`src/common/ctc_pkg.sv`:
```
`default_nettype none
package ctc_pkg;
   // system clock rate
   localparam int CLK_MHZ = 250;
   // register bus
   localparam int          ADDR_W     = 8;
   localparam int          DATA_W     = 32;
   localparam logic [7:0]  REG_CTRL   = 8'h00;   // control, read/write
   localparam logic [7:0]  REG_STATUS = 8'h04;   // status, read; write 1 clears mark
   localparam logic [7:0]  REG_TX     = 8'h08;   // outbound byte, write
   localparam logic [7:0]  REG_RX     = 8'h0c;   // inbound byte, read clears flag
   localparam logic [7:0]  REG_TRIG   = 8'h10;   // any write fires strobe trigger
   // control register fields
   localparam int          CTRL_W     = 6;
   localparam logic [5:0]  CTRL_RST   = 6'h00;
   localparam int          CB_BACK    = 0;       // backward_travel
   localparam int          CB_RECSEL  = 1;       // record path select
   localparam int          CB_PERMIT  = 2;       // tape_record_permit
   localparam int          CB_MOTOR   = 3;       // run the motor
   localparam int          CB_GAP     = 4;       // gap_record_request
   localparam int          CB_FAST    = 5;       // 90 ips instead of 30
   // status register fields
   localparam int          STAT_W     = 11;
   localparam int          SB_HALT    = 0;
   localparam int          SB_SPEED   = 1;
   localparam int          SB_PROT    = 2;
   localparam int          SB_MORE    = 3;
   localparam int          SB_BYTE    = 4;
   localparam int          SB_MARK    = 5;
   localparam int          SB_TIMER   = 6;
   localparam int          SB_BOT     = 7;
   localparam int          SB_LOAD    = 8;
   localparam int          SB_EW      = 9;
   localparam int          SB_HOLE    = 10;
   // synchronised pins
   localparam int          SYNC_W     = 5;
   localparam logic [4:0]  SYNC_RST   = 5'h00;
   localparam int          PIN_TICK   = 0;
   localparam int          PIN_RCLK   = 1;
   localparam int          PIN_RDAT   = 2;
   localparam int          PIN_PROT   = 3;
   localparam int          PIN_HOLE   = 4;
   // timing
   localparam int          TIMER_US   = 40;
   localparam int          TIMER_CYC_DFLT = TIMER_US * CLK_MHZ;
   localparam int          STEP_US    = 1000;    // motor ramp: 10 ips per step
   localparam int          STEP_CYC_DFLT  = STEP_US * CLK_MHZ;
   localparam int          GAP_NS     = 8000;    // least quiet time of a gap
   localparam int          GAP_CYC    = (GAP_NS * CLK_MHZ + 999) / 1000;
   localparam logic [3:0]  SPEED_SLOW = 4'h3;    // 30 ips
   localparam logic [3:0]  SPEED_FAST = 4'h9;    // 90 ips
   localparam logic [2:0]  MARK_GAPS  = 3'h4;
   localparam logic [2:0]  BIT_LAST   = 3'h7;
endpackage
`default_nettype wire

```
`src/common/ctc_links_if.sv`:
```
`timescale 1ns/1ns
`default_nettype none
// write serialiser link
interface ctc_wr_if;
   logic       tick_fall;          // base tick falling edge, one cycle
   logic       active;             // write path fully permitted
   logic [7:0] tape_out_byte_bus;  // byte from processor
   logic       tx_we;              // byte strobe
   logic       more_req;           // holding byte empty
   logic       wdata;              // serial bit
   logic       busy;               // shift register holds a byte
   modport ctrl (output tick_fall, active, tape_out_byte_bus, tx_we, input more_req, wdata, busy);
   modport ser  (input tick_fall, active, tape_out_byte_bus, tx_we, output more_req, wdata, busy);
endinterface

// read deserialiser link
interface ctc_rd_if;
   logic       rise;               // read clock rising edge, one cycle
   logic       bit_val;            // synchronised read data
   logic       read_mode;          // read circuits selected
   logic       ack_byte;           // processor took the byte
   logic       clr_mark;           // processor clears boundary flag
   logic [7:0] in_byte;
   logic       assembled;
   logic       mark;
   modport ctrl (output rise, bit_val, read_mode, ack_byte, clr_mark, input in_byte, assembled, mark);
   modport des  (input rise, bit_val, read_mode, ack_byte, clr_mark, output in_byte, assembled, mark);
endinterface
`default_nettype wire

```
`src/rtl/ctc_wr_ser.sv`:
```
`timescale 1ns/1ns
`default_nettype none
module ctc_wr_ser (
   // clock and reset
   input  wire logic clk_sys,
   input  wire logic resetn,
   // link to control
   ctc_wr_if.ser     wr
);
   logic [7:0] hold_r;      // byte waiting for the shifter
   logic       hold_full_r;
   logic [7:0] sr_r;        // parallel-in serial-out
   logic [2:0] bitcnt_r;
   logic       busy_r;
   logic       load_w;

   // reload when idle or when the last bit leaves, only if permitted
   assign load_w = hold_full_r && wr.active &&
                   (!busy_r || (wr.tick_fall && bitcnt_r == ctc_pkg::BIT_LAST));

   // holding byte: a write while full is ignored
   always_ff @(posedge clk_sys) begin
      if (!resetn) begin
         hold_r      <= 8'h00;
         hold_full_r <= 1'b0;
      end else if (wr.tx_we && !hold_full_r) begin
         hold_r      <= wr.tape_out_byte_bus;
         hold_full_r <= 1'b1;
      end else if (load_w) begin
         hold_full_r <= 1'b0;
      end
   end

   // shifter: msb first, one bit per base tick fall
   always_ff @(posedge clk_sys) begin
      if (!resetn) begin
         sr_r     <= 8'h00;
         bitcnt_r <= 3'h0;
         busy_r   <= 1'b0;
      end else if (load_w) begin
         sr_r     <= hold_r;
         bitcnt_r <= 3'h0;
         busy_r   <= 1'b1;
      end else if (wr.tick_fall && busy_r && wr.active) begin
         sr_r     <= {sr_r[6:0], 1'b0};
         bitcnt_r <= bitcnt_r + 3'h1;
         if (bitcnt_r == ctc_pkg::BIT_LAST) begin
            busy_r <= 1'b0;
         end
      end
   end

   // request only while writing is allowed
   assign wr.more_req = !hold_full_r && wr.active;
   assign wr.wdata    = sr_r[7];
   assign wr.busy     = busy_r;
endmodule
`default_nettype wire

```
`src/rtl/ctc_rd_des.sv`:
```
`timescale 1ns/1ns
`default_nettype none
module ctc_rd_des (
   // clock and reset
   input  wire logic clk_sys,
   input  wire logic resetn,
   // link to control
   ctc_rd_if.des     rd
);
   logic [11:0] quiet_r;    // cycles since last flux reversal
   logic        gap_w;      // one pulse per gap
   logic [1:0]  edges_r;    // reversals since last gap, saturating
   logic [2:0]  run_r;      // consecutive qualifying gaps
   logic [7:0]  sh_r;
   logic [2:0]  bitcnt_r;
   logic [7:0]  byte_r;
   logic        asm_r;
   logic        mark_r;

   assign gap_w = rd.read_mode && (quiet_r == 12'(ctc_pkg::GAP_CYC - 1));

   // quiet timer, restarted by each read clock rise
   always_ff @(posedge clk_sys) begin
      if (!resetn || rd.rise || !rd.read_mode) begin
         quiet_r <= 12'h000;
      end else if (quiet_r != 12'(ctc_pkg::GAP_CYC)) begin
         quiet_r <= quiet_r + 12'h001;
      end
   end

   // gap run: one reversal between neighbouring gaps
   always_ff @(posedge clk_sys) begin
      if (!resetn) begin
         edges_r <= 2'h0;
         run_r   <= 3'h0;
      end else if (gap_w) begin
         edges_r <= 2'h0;
         if (run_r != 3'h0 && edges_r != 2'h1) begin
            run_r <= 3'h1;
         end else if (run_r + 3'h1 == ctc_pkg::MARK_GAPS) begin
            run_r <= 3'h0;
         end else begin
            run_r <= run_r + 3'h1;
         end
      end else if (rd.rise && rd.read_mode && edges_r != 2'h3) begin
         edges_r <= edges_r + 2'h1;
      end
   end

   // boundary flag: a set beats the clear
   always_ff @(posedge clk_sys) begin
      if (!resetn) begin
         mark_r <= 1'b0;
      end else if (gap_w && run_r + 3'h1 == ctc_pkg::MARK_GAPS &&
                   (run_r == 3'h0 || edges_r == 2'h1)) begin
         mark_r <= 1'b1;
      end else if (rd.clr_mark) begin
         mark_r <= 1'b0;
      end
   end

   // serial to parallel; a gap realigns the byte
   always_ff @(posedge clk_sys) begin
      if (!resetn) begin
         sh_r     <= 8'h00;
         bitcnt_r <= 3'h0;
         byte_r   <= 8'h00;
      end else if (gap_w) begin
         bitcnt_r <= 3'h0;
      end else if (rd.rise && rd.read_mode) begin
         sh_r     <= {sh_r[6:0], rd.bit_val};
         bitcnt_r <= bitcnt_r + 3'h1;
         if (bitcnt_r == ctc_pkg::BIT_LAST) begin
            byte_r <= {sh_r[6:0], rd.bit_val};
         end
      end
   end

   // byte flag: set on eighth bit, cleared by the fetch
   always_ff @(posedge clk_sys) begin
      if (!resetn) begin
         asm_r <= 1'b0;
      end else if (!gap_w && rd.rise && rd.read_mode && bitcnt_r == ctc_pkg::BIT_LAST) begin
         asm_r <= 1'b1;
      end else if (rd.ack_byte) begin
         asm_r <= 1'b0;
      end
   end

   assign rd.in_byte   = byte_r;
   assign rd.assembled = asm_r;
   assign rd.mark      = mark_r;
endmodule
`default_nettype wire

```
`src/rtl/ctc_top.sv`:
```
`timescale 1ns/1ns
`default_nettype none
// How it works
// - backward_travel high moves tape backward
// - four gaps, one reversal apart, flag boundary
// - read bytes go to inbound byte bus
// - write bytes come from outbound byte bus
// - write protect blocks all recording
// - gap recording uses strobe trigger as clock
// - strobe trigger starts 40 us timer
// - motion_halted when tape stopped
// - motor_at_speed at 30 or 90 ips
// - upper hole decodes BOT, load, warning
// - write clock derived from base tick
// - shift register serialises write data
// - permit gates write clock and loading
// - record select picks write or read path
// - more_bytes_request asks for next byte
// - byte_assembled after eight read bits
// - read clock shifts data, times gaps
// - motor idle disables write circuits
module ctc_top #(
   parameter int TIMER_CYC = ctc_pkg::TIMER_CYC_DFLT,  // 40 us timer length
   parameter int STEP_CYC  = ctc_pkg::STEP_CYC_DFLT    // motor ramp step
) (
   // clock and reset
   input  wire logic        clk_sys,
   input  wire logic        resetn,
   // register port
   input  wire logic [7:0]  reg_addr,
   input  wire logic [31:0] reg_wdata,
   input  wire logic        reg_we,
   input  wire logic        reg_re,
   output logic      [31:0] reg_rdata,
   // pins from the drive and master timing
   input  wire logic        tape_base_tick,
   input  wire logic        read_clock_in,
   input  wire logic        read_data_in,
   input  wire logic        write_protect_in,
   input  wire logic        upper_perforation_sense,
   // motor
   output logic             backward_travel,
   output logic             motor_drive,
   output logic      [3:0]  motor_speed,
   output logic             motion_halted,
   output logic             motor_at_speed,
   output logic             motor_idle,
   // record path
   output logic             record_select,
   output logic             write_gate,
   output logic             write_clock,
   output logic             write_data,
   output logic             more_bytes_request,
   // timer
   output logic             strobe_trigger,
   output logic             timer_busy,
   // read path
   output logic      [7:0]  tape_in_byte_bus,
   output logic             byte_assembled,
   output logic             block_boundary_found
);
   ctc_wr_if wr ();
   ctc_rd_if rd ();

   logic [5:0]  ctrl_r;          // control register
   logic [4:0]  sync1_r;         // first synchroniser stage
   logic [4:0]  sync2_r;         // second stage, safe to read
   logic [4:0]  sync3_r;         // previous value for edges
   logic [15:0] timer_r;         // 40 us countdown
   logic        trig_r;          // strobe trigger pulse
   logic [19:0] step_r;          // ramp step divider
   logic [3:0]  speed_r;         // tape speed in 10 ips units
   logic [3:0]  target_w;
   logic [1:0]  pos_r;           // hole position along the tape
   logic        wclk_r;
   logic        wdat_r;
   logic        gate_r;
   logic [31:0] rdata_r;
   logic [10:0] status_w;
   logic        wr_ok_w;
   logic        step_w;
   logic        hole_rise_w;
   logic        we_ctrl_w;
   logic        we_trig_w;

   // edge finder on synchronised pins
   function automatic logic rose(input logic cur, input logic prev);
      rose = cur && !prev;
   endfunction

   // all drive pins come from another domain
   always_ff @(posedge clk_sys) begin
      if (!resetn) begin
         sync1_r <= ctc_pkg::SYNC_RST;
         sync2_r <= ctc_pkg::SYNC_RST;
         sync3_r <= ctc_pkg::SYNC_RST;
      end else begin
         sync1_r <= {upper_perforation_sense, write_protect_in, read_data_in,
                     read_clock_in, tape_base_tick};
         sync2_r <= sync1_r;
         sync3_r <= sync2_r;
      end
   end

   assign we_ctrl_w = reg_we && reg_addr == ctc_pkg::REG_CTRL;
   assign we_trig_w = reg_we && reg_addr == ctc_pkg::REG_TRIG;

   // control register
   always_ff @(posedge clk_sys) begin
      if (!resetn) begin
         ctrl_r <= ctc_pkg::CTRL_RST;
      end else if (we_ctrl_w) begin
         ctrl_r <= reg_wdata[5:0];
      end
   end

   // strobe trigger pulse and the 40 us timer; a retrigger restarts it
   always_ff @(posedge clk_sys) begin
      if (!resetn) begin
         trig_r  <= 1'b0;
         timer_r <= 16'h0000;
      end else begin
         trig_r <= we_trig_w;
         if (we_trig_w) begin
            timer_r <= 16'(TIMER_CYC);
         end else if (timer_r != 16'h0000) begin
            timer_r <= timer_r - 16'h0001;
         end
      end
   end

   // motor ramp divider, free running
   assign step_w = step_r == 20'(STEP_CYC - 1);
   always_ff @(posedge clk_sys) begin
      if (!resetn || step_w) begin
         step_r <= 20'h00000;
      end else begin
         step_r <= step_r + 20'h00001;
      end
   end

   // speed ramps one step at a time toward the target, or down to rest
   assign target_w = ctrl_r[ctc_pkg::CB_FAST] ? ctc_pkg::SPEED_FAST : ctc_pkg::SPEED_SLOW;
   always_ff @(posedge clk_sys) begin
      if (!resetn) begin
         speed_r <= 4'h0;
      end else if (step_w) begin
         if (!ctrl_r[ctc_pkg::CB_MOTOR] && speed_r != 4'h0) begin
            speed_r <= speed_r - 4'h1;
         end else if (ctrl_r[ctc_pkg::CB_MOTOR] && speed_r < target_w) begin
            speed_r <= speed_r + 4'h1;
         end else if (ctrl_r[ctc_pkg::CB_MOTOR] && speed_r > target_w) begin
            speed_r <= speed_r - 4'h1;
         end
      end
   end

   // hole decode: count holes forward, uncount backward
   assign hole_rise_w = rose(sync2_r[ctc_pkg::PIN_HOLE], sync3_r[ctc_pkg::PIN_HOLE]);
   always_ff @(posedge clk_sys) begin
      if (!resetn) begin
         pos_r <= 2'h0;
      end else if (hole_rise_w && speed_r != 4'h0) begin
         if (ctrl_r[ctc_pkg::CB_BACK] && pos_r != 2'h0) begin
            pos_r <= pos_r - 2'h1;
         end else if (!ctrl_r[ctc_pkg::CB_BACK] && pos_r != 2'h3) begin
            pos_r <= pos_r + 2'h1;
         end
      end
   end

   // write path allowed: select, permit, unprotected, motor driven
   assign wr_ok_w = ctrl_r[ctc_pkg::CB_RECSEL] && ctrl_r[ctc_pkg::CB_PERMIT]
                    && !sync2_r[ctc_pkg::PIN_PROT]
                    && ctrl_r[ctc_pkg::CB_MOTOR];

   // write clock: base tick level while a byte shifts, strobe when gapping
   always_ff @(posedge clk_sys) begin
      if (!resetn) begin
         wclk_r <= 1'b0;
         wdat_r <= 1'b0;
         gate_r <= 1'b0;
      end else begin
         gate_r <= wr_ok_w;
         wdat_r <= wr_ok_w && wr.wdata;
         if (ctrl_r[ctc_pkg::CB_GAP]) begin
            wclk_r <= wr_ok_w && trig_r;
         end else begin
            wclk_r <= wr_ok_w && wr.busy && sync2_r[ctc_pkg::PIN_TICK];
         end
      end
   end

   // serialiser hookup; data changes on the tick fall, tape strobes on rise
   assign wr.tick_fall         = rose(sync3_r[ctc_pkg::PIN_TICK], sync2_r[ctc_pkg::PIN_TICK]);
   assign wr.active            = wr_ok_w;
   assign wr.tape_out_byte_bus = reg_wdata[7:0];
   assign wr.tx_we             = reg_we && reg_addr == ctc_pkg::REG_TX;

   ctc_wr_ser u_wr (
      .clk_sys (clk_sys),
      .resetn  (resetn),
      .wr      (wr)
   );

   // deserialiser hookup; read path only when write is not selected
   assign rd.rise      = rose(sync2_r[ctc_pkg::PIN_RCLK], sync3_r[ctc_pkg::PIN_RCLK]);
   assign rd.bit_val   = sync2_r[ctc_pkg::PIN_RDAT];
   assign rd.read_mode = !ctrl_r[ctc_pkg::CB_RECSEL];
   assign rd.ack_byte  = reg_re && reg_addr == ctc_pkg::REG_RX;
   assign rd.clr_mark  = reg_we && reg_addr == ctc_pkg::REG_STATUS && reg_wdata[ctc_pkg::SB_MARK];

   ctc_rd_des u_rd (
      .clk_sys (clk_sys),
      .resetn  (resetn),
      .rd      (rd)
   );

   // status word
   always_comb begin
      status_w = 11'h000;
      status_w[ctc_pkg::SB_HALT]  = speed_r == 4'h0;
      status_w[ctc_pkg::SB_SPEED] = ctrl_r[ctc_pkg::CB_MOTOR] && speed_r == target_w;
      status_w[ctc_pkg::SB_PROT]  = sync2_r[ctc_pkg::PIN_PROT];
      status_w[ctc_pkg::SB_MORE]  = wr.more_req;
      status_w[ctc_pkg::SB_BYTE]  = rd.assembled;
      status_w[ctc_pkg::SB_MARK]  = rd.mark;
      status_w[ctc_pkg::SB_TIMER] = timer_r != 16'h0000;
      status_w[ctc_pkg::SB_BOT]   = pos_r == 2'h1;
      status_w[ctc_pkg::SB_LOAD]  = pos_r == 2'h2;
      status_w[ctc_pkg::SB_EW]    = pos_r == 2'h3;
      status_w[ctc_pkg::SB_HOLE]  = sync2_r[ctc_pkg::PIN_HOLE];
   end

   // read data stand one cycle only; unmapped reads give zero
   always_ff @(posedge clk_sys) begin
      if (!resetn || !reg_re) begin
         rdata_r <= 32'h00000000;
      end else begin
         unique case (reg_addr)
            ctc_pkg::REG_CTRL:   rdata_r <= {26'h0000000, ctrl_r};
            ctc_pkg::REG_STATUS: rdata_r <= {21'h000000, status_w};
            ctc_pkg::REG_RX:     rdata_r <= {24'h000000, rd.in_byte};
            default:             rdata_r <= 32'h00000000;
         endcase
      end
   end

   // outputs
   assign reg_rdata            = rdata_r;
   assign backward_travel      = ctrl_r[ctc_pkg::CB_BACK];
   assign motor_drive          = ctrl_r[ctc_pkg::CB_MOTOR];
   assign motor_idle           = !ctrl_r[ctc_pkg::CB_MOTOR];
   assign motor_speed          = speed_r;
   assign motion_halted        = status_w[ctc_pkg::SB_HALT];
   assign motor_at_speed       = status_w[ctc_pkg::SB_SPEED];
   assign record_select        = ctrl_r[ctc_pkg::CB_RECSEL];
   assign write_gate           = gate_r;
   assign write_clock          = wclk_r;
   assign write_data           = wdat_r;
   assign more_bytes_request   = wr.more_req;
   assign strobe_trigger       = trig_r;
   assign timer_busy           = status_w[ctc_pkg::SB_TIMER];
   assign tape_in_byte_bus     = rd.in_byte;
   assign byte_assembled       = rd.assembled;
   assign block_boundary_found = rd.mark;
endmodule
`default_nettype wire

```
`config.mk`:
```
export PLATFORM = sky130hd
export DESIGN_NAME = ctc_top
export DESIGN_NICKNAME = d
export VERILOG_FILES = /design/src/common/ctc_pkg.sv /design/src/common/ctc_links_if.sv /design/src/rtl/ctc_wr_ser.sv /design/src/rtl/ctc_rd_des.sv /design/src/rtl/ctc_top.sv
export SDC_FILE = /design/constraint.sdc
export NUM_CORES = 1
export LEC_CHECK = 0
export BUFFER_PORTS_ARGS = -buffer_cell sky130_fd_sc_hd__buf_2
export CAP_MARGIN = 10
export CELL_PAD_IN_SITES_DETAIL_PLACEMENT = 1
export CELL_PAD_IN_SITES_GLOBAL_PLACEMENT = 2
export CORE_UTILIZATION = 30
export CTS_CLUSTER_DIAMETER = 150
export DETAILED_ROUTE_END_ITERATION = 6
export PLACE_DENSITY = 0.8
export SYNTH_ARGS = -nofsm -noshare
export SYNTH_HDL_FRONTEND = slang
export SYNTH_SLANG_ARGS = --single-unit
```
`constraint.sdc`:
```
create_clock -name clk_sys -period 2.1 [get_ports clk_sys]
set_input_delay 0.21 -clock clk_sys [delete_from_list [all_inputs] [get_ports clk_sys]]
set_output_delay 0.21 -clock clk_sys [all_outputs]
set_load 0.01 [all_outputs]
```
# Word level (Yosys, flattened, before mapping)
# Cells that the tools add are included.
dict set report totals {
  reg_bits 157
  output_inout_bits 58
}
dict set report classes {
  add_sub_neg 11
  n_lt_le_gt_ge 2
  n_eq_ne 18
  muxes 23
  bitwise 2
  reduce_logical 80
}
# op count
set ops {}
lappend ops {{logical AND 1 bit} 39}
lappend ops {{case mux 11 bit (3 select lines)} 1}
lappend ops {{two-way mux 14 bit} 2}
lappend ops {{adder 20 x 1 -> 20 bit, second input constant} 1}
lappend ops {{== test 20 x 18 -> 1 bit, second input constant} 1}
lappend ops {{== test 8 x 4 -> 1 bit, second input constant} 2}
lappend ops {{two-way mux 4 bit} 4}
lappend ops {{two-way mux 8 bit} 2}
lappend ops {{nonzero test 16 bit} 1}
lappend ops {{nonzero test 2 bit} 8}
lappend ops {{subtractor 16 x 1 -> 16 bit, second input constant} 1}
lappend ops {{adder 12 x 1 -> 12 bit, second input constant} 1}
lappend ops {{== test 12 x 11 -> 1 bit, second input constant} 1}
lappend ops {{zero test 1 bit} 12}
lappend ops {{inequality test 12 x 11 -> 1 bit, second input constant} 1}
lappend ops {{two-way mux 1 bit} 10}
lappend ops {{adder 3 x 1 -> 3 bit, second input constant} 3}
lappend ops {{== test 3 bit, second input constant} 3}
lappend ops {{== test 8 x 3 -> 1 bit, second input constant} 1}
lappend ops {{== test 8 x 5 -> 1 bit, second input constant} 1}
lappend ops {{zero test 8 bit} 1}
lappend ops {{AND reduction 2 bit} 4}
lappend ops {{logical OR 1 bit} 6}
lappend ops {{two-way mux 3 bit} 2}
lappend ops {{other kinds (19)} 28}

# Logic depth before layout (Yosys ltp)
dict set report depth {
  depth_word 7
  depth_mapped 8
  mapped_depth_nobuf 7
}

# Hierarchy
# A second synthesis with hierarchy kept.
dict set report hier_totals {
  hier_cells 656
  hier_area_um2 6093.3
}
# mod instances cells_each area_per_inst_um2
set modules_own_cells {}
lappend modules_own_cells {ctc_top 1 385 3515.9}
lappend modules_own_cells {ctc_rd_des 1 173 1709.1}
lappend modules_own_cells {ctc_wr_ser 1 98 868.3}

# Least setup slack after synthesis
# No wires, ideal clock.
dict set report synth_path {
  kind {reg2reg}
  from {reg speed_r[0] (netlist: motor_speed[0])}
  to {reg speed_r[2] (netlist: motor_speed[2])}
  setup_ns 0.059
  t_arrival_ns 2.138
  slack_ns -0.097
  path_stages_with_launch 9
  period_less_slack_ns 2.197
  path_cell_list {dfxtp_1 -> inv_1 -> ha_1 -> nor3b_1 -> a21o_1 -> or4_1 -> buf_2 -> or4_1 -> nand2_1}
}
dict set report synth_between {
  elab_chain_cells 4
}
# element line_no
set synth_rtl {}
lappend synth_rtl {{start: declaration} ctc_top.sv:72} ;# logic [3:0] speed_r;
lappend synth_rtl {{start signal: assignment} ctc_top.sv:149} ;# speed_r <= speed_r - 4'h1;
lappend synth_rtl {{start signal: assignment} ctc_top.sv:151} ;# speed_r <= speed_r + 4'h1;
lappend synth_rtl {{start signal: assignment} ctc_top.sv:153} ;# speed_r <= speed_r - 4'h1;
lappend synth_rtl {{subtractor 4 x 1 -> 4 bit (tied with other cells)} {ctc_top.sv:149, ctc_top.sv:153}}
lappend synth_rtl {{two-way mux 4 bit (tied with other cells)} ctc_top.sv:152} ;# end else if (ctrl_r[ctc_pkg::CB_MOTOR] && speed_r > target_w) begin
lappend synth_rtl {{two-way mux 4 bit or nonzero test 3 bit (tied branches)} -}
lappend synth_rtl {{two-way mux 4 bit or AND reduction 2 bit (tied branches)} -}
# Several ways; a longest one is shown, not always the timed one. The select of a mux whose other input is x is not followed.
# A chain may end at the register's enable or synchronous reset.

# Worst setup path in the final report
dict set report layout_path {
  from {reg timer_r[1]}
  to {reg timer_r[7]}
}
dict set report layout_between {
  elab_chain_cells 1
}
# element line_no
set layout_rtl {}
lappend layout_rtl {{start: declaration} ctc_top.sv:69} ;# logic [15:0] timer_r;
lappend layout_rtl {{start signal: assignment} ctc_top.sv:125} ;# timer_r <= 16'(TIMER_CYC);
lappend layout_rtl {{start signal: assignment} ctc_top.sv:127} ;# timer_r <= timer_r - 16'h0001;
lappend layout_rtl {{subtractor 16 x 1 -> 16 bit or nonzero test 16 bit (tied branches)} {ctc_top.sv:127, ctc_top.sv:126}}
# Several ways; a longest one is shown, not always the timed one.

==> metrics.md <==
| Metric | Value |
|---|---|
| Count of different cell masters after synthesis | `51` |
| CTS tree | `yes` |
| Max Clk Rate | `499 MHz` |
| # setup viols final | `0` |
| Tcrit/Tclk final | `between 90% and 100%` |
| Post-synth top cells | `134 x dfxtp_1, 97 x nor2_1, 35 x nand3_1` |
| # IOs | `roughly 110` |
| Pwr per Cell Area | `1030 nW/um^2` |
| Initial Utilization | `a little under a third` |
| Die ar. | `20100 um^2` |
| Static Leakage | `2.93 nW` |
| Post-synth top area share | `45.8%` |
| Setup slack, reg-to-reg | `0.1 ns` |
| Overall die height | `between 100 and 150 um` |
| CTS clk-pin slew, worst paths | `0.05 ns` |
| Crit start category | `register` |
| Critical path's slowest cell | `or4_4` |
| Peak supply drop | `0.410 mV` |
| Cells after Synth | `between 600 and 700` |
| Core Region | `19000 um^2` |
| Number of global-route vias before repair | `5048` |
| Area after DPL | `6540 um^2` |
| Clk root buf | `clkbuf_16` |
| Post-route ant nets | `0` |
| Post-DP HPWL | `11.1 mm` |
| Avg Inst Size Synth | `9.02 um^2` |
| Int Pwr | `around 5.4 mW` |
| Area leader, netlist | `dfxtp_1` |
| Hold path startpoint | `upper_perforation_sense` |
| Critical path cell sequence | `inv_1 > ha_2 > inv_2 > nor4_4 > buf_4 > a2111o_1 > or4_4 > a21oi_2` |
| Final min period | `~2.0 ns` |
| # diodes | `0` |
| Clk pwr share | `43.4%` |
| Sum of buffers and inverters on the critical path | `3` |
| Top-count cell post-synth | `dfxtp_1` |
| Max-cap viol count | `0` |
| Clock Skews | `0.00520 ns` |
| DR pass1 iterations | `4` |
| Setup crit start | `timer_r[1]` |
| Max-slew headroom | `43.0%` |
| Max H-tree Level | `4` |
| Largest net degree at the start of global routing | `36` |
| Synthesis Warnings | `0` |
| CP delay by family, top | `compound AO/OA/AOI/OAI gates` |
| Post-DR vias/cell | `~4.7` |
| EDFF count, synth | `0` |
| First-pass GRT wire length | `24.9 mm` |
| Crit Path Category | `reg2reg` |
| Combinational fraction of design power | `around a fifth` |
| Status | `finished clean` |
| Post-route cell area | `7300 um^2` |
| Post-Layout Cell Count | `1010` |
| Worst Slack Setup Final | `0.0968 ns` |
| Max Root-Sink Buffers | `2` |
| Hold crit path type | `in2reg` |
| Post-synthesis sequential area ratio | `approximately 46%` |
| Port buffer count | `a little over 60` |
| # placed instances | `971` |
| Wirelength per Cell | `about 15 um` |
| Total number of placement rows | `50` |
| Sw Share | `27.5%` |
| Initial DRC count | `143` |
| Worst-margin pin slew | `0.846 ns` |
| Layout cells sized above 1 | `20.3%` |
| Vias | `4795` |
| Sink Count | `134` |
| CP Capture Type | `register` |
| Clk Latency, worst-skew pair | `0.42 ns` |
| Worst r2r src | `timer_r[1]` |
| #FFs+latches synth | `134` |
| Chip width | `~140 um` |
| Max Slew Vio Count | `0` |
| Total Routing Usage GR | `between 15 and 20%` |
| Gp weighted congestion | `0.778` |
| Area Growth Syn to Fin | `24.6%` |
| Final Hold Vio Count | `0` |
| Worst-path maximum fanout | `6` |
| Critical path arrival | `2.35 ns` |
| Crit path required time | `approximately 2.4 ns` |
| Detailed Route WL | `15.1 mm` |
| Ys async rst share | `0%` |
| Sw power | `a little over 2 mW` |
| Sequential share of power | `37.7%` |
| Antenna violations before repair | `0` |
| Worst path max stage delay | `0.43 ns` |
| CTS Buf Count | `17` |
| Util after Layout | `38.5%` |
| Drc violations | `0` |
| Dpl ws | `just over 0.006 ns` |
| Main synth FF type | `dfxtp_1` |
| # nets final | `a little over 800` |
| Area contributors post-synth | `dfxtp_1 46%, nor2_1 6.2%, mux2i_1 5.6%, ha_1 4.7%, xnor2_1 4.6%` |
| Netlist Area Pre-Place | `5860 um^2` |
| Congestion Overflow GR | `0` |
==> final cells by class <==
| type | count | area (um^2) |
|---|---|---|
| clock inverter | 13 | 204 |
| timing repair buffer | 98 | 593 |
| clock buffer | 19 | 443 |
| inverter | 23 | 86.3 |
| multi-input combinational | 463 | 2960 |
| tap | 260 | 325 |
| fill | 2212 | 11700 |
| sequential | 134 | 2690 |
==> layout by cell type (no fill, tap or decap), types with 4 or more instances in the layout <==
master         synthesis  routed
clkbuf_16              0      17
buf_4                 21      33
and3_1                10       8
or4_4                  1       4
a211oi_1              11      11
bufinv_16              0       5
nand4_1               12      12
conb_1                 1      21
dfxtp_1              134     128
nor3_1                11       8
nor2_1                97      97
inv_1                 22      21
nor2b_1                5       5
or3_1                  5       5
xor2_1                13      13
buf_2                  7      61
and2_1                16      16
xnor2_1               31      31
dlygate4sd3_1          0       4
nand3_1               35      34
o21ai_1                6       6
a21oi_1               29      28
o31ai_1                7       6
dfxtp_2                0       5
o21ai_0               19      19
ha_1                  22      21
clkinvlp_4             0       4
mux2i_1               33      33
nor4_1                 5       5
nand2_1               33      32
==> power groups by stage <==
| stage | Combinational [mW] | Sequential (mW) | Clock (mW) |
|---|---|---|---|
| after global placement | 1.12 | 2.85 | 0 |
| after global routing | 1.57 | 2.85 | 3.42 |
| after floorplan | 0.891 | 2.84 | 0 |
| after CTS | 1.37 | 2.82 | 3.31 |
| final | 1.42 | 2.83 | 3.25 |
| after detailed placement | 1.20 | 2.86 | 0 |
==> registers in the layout (all words and copies together) (netlist names), 6 cells and up <==
name	count
reg_rdata	11
timer_r	16
ctrl_r	6
u_wr.sr_r	8
u_rd.rd.in_byte	8
u_rd.sh_r	7
step_r	20
u_rd.quiet_r	12
u_wr.hold_r	8
==> worst paths after layout <==
| check | cells past startpoint | endpoint |
|---|---|---|
| min | 2 | sync1_r[4] |
| max | 8 | timer_r[7] |
| max reg2reg | 8 | timer_r[7] |
| min reg2reg | 1 | sync2_r[2] |
==> kinds of logic (layout without fill, tap and decap cells) <==
| family | Yosys count | in the layout | share of synthesized area (%) |
|---|---|---|---|
| AND/OR/NAND/NOR | 260 | 260 | 22.5 |
| flip-flops | 134 | 134 | 45.8 |
| AO/OA/AOI/OAI | 83 | 83 | 8.45 |
| buffers and inverters | 73 | 153 | 6.30 |
| XOR/XNOR | 44 | 44 | 6.57 |
| multiplexers | 33 | 33 | 5.64 |
| adder cells (fa/ha/maj) | 22 | 22 | 4.70 |
| other | 1 | 21 | 0.0640 |
==> per-stage QoR <==
step	hold slack, ns	TNS [ns]	power (mW)
after floorplan	0.337	0	3.73
after global placement	0.420	0	3.97
after detailed placement	0.422	0	4.07
after CTS	0.0235	0	7.51
after global routing	0.0393	-0.0109	7.84
final	0.0357	0	7.50
==> what timing repair did <==
item	4_1_cts	5_1_grt
buffers inserted	3	0
hold buffers	4	0
endpoints found under the hold margin	4	0
gates resized for setup	6	10
gates cloned	0	0
setup endpoints to repair	1	9
pin swaps	2	2
==> metal layers <==
layer	vias up	routed length, um	track usage (%)
met5	-	0	0
met4	0	230	5.77
met3	20	483	3.91
met2	72	7940	29.7
met1	2342	6470	17.1
li1	2361	-	-
(Power assumes the default switching activity.)
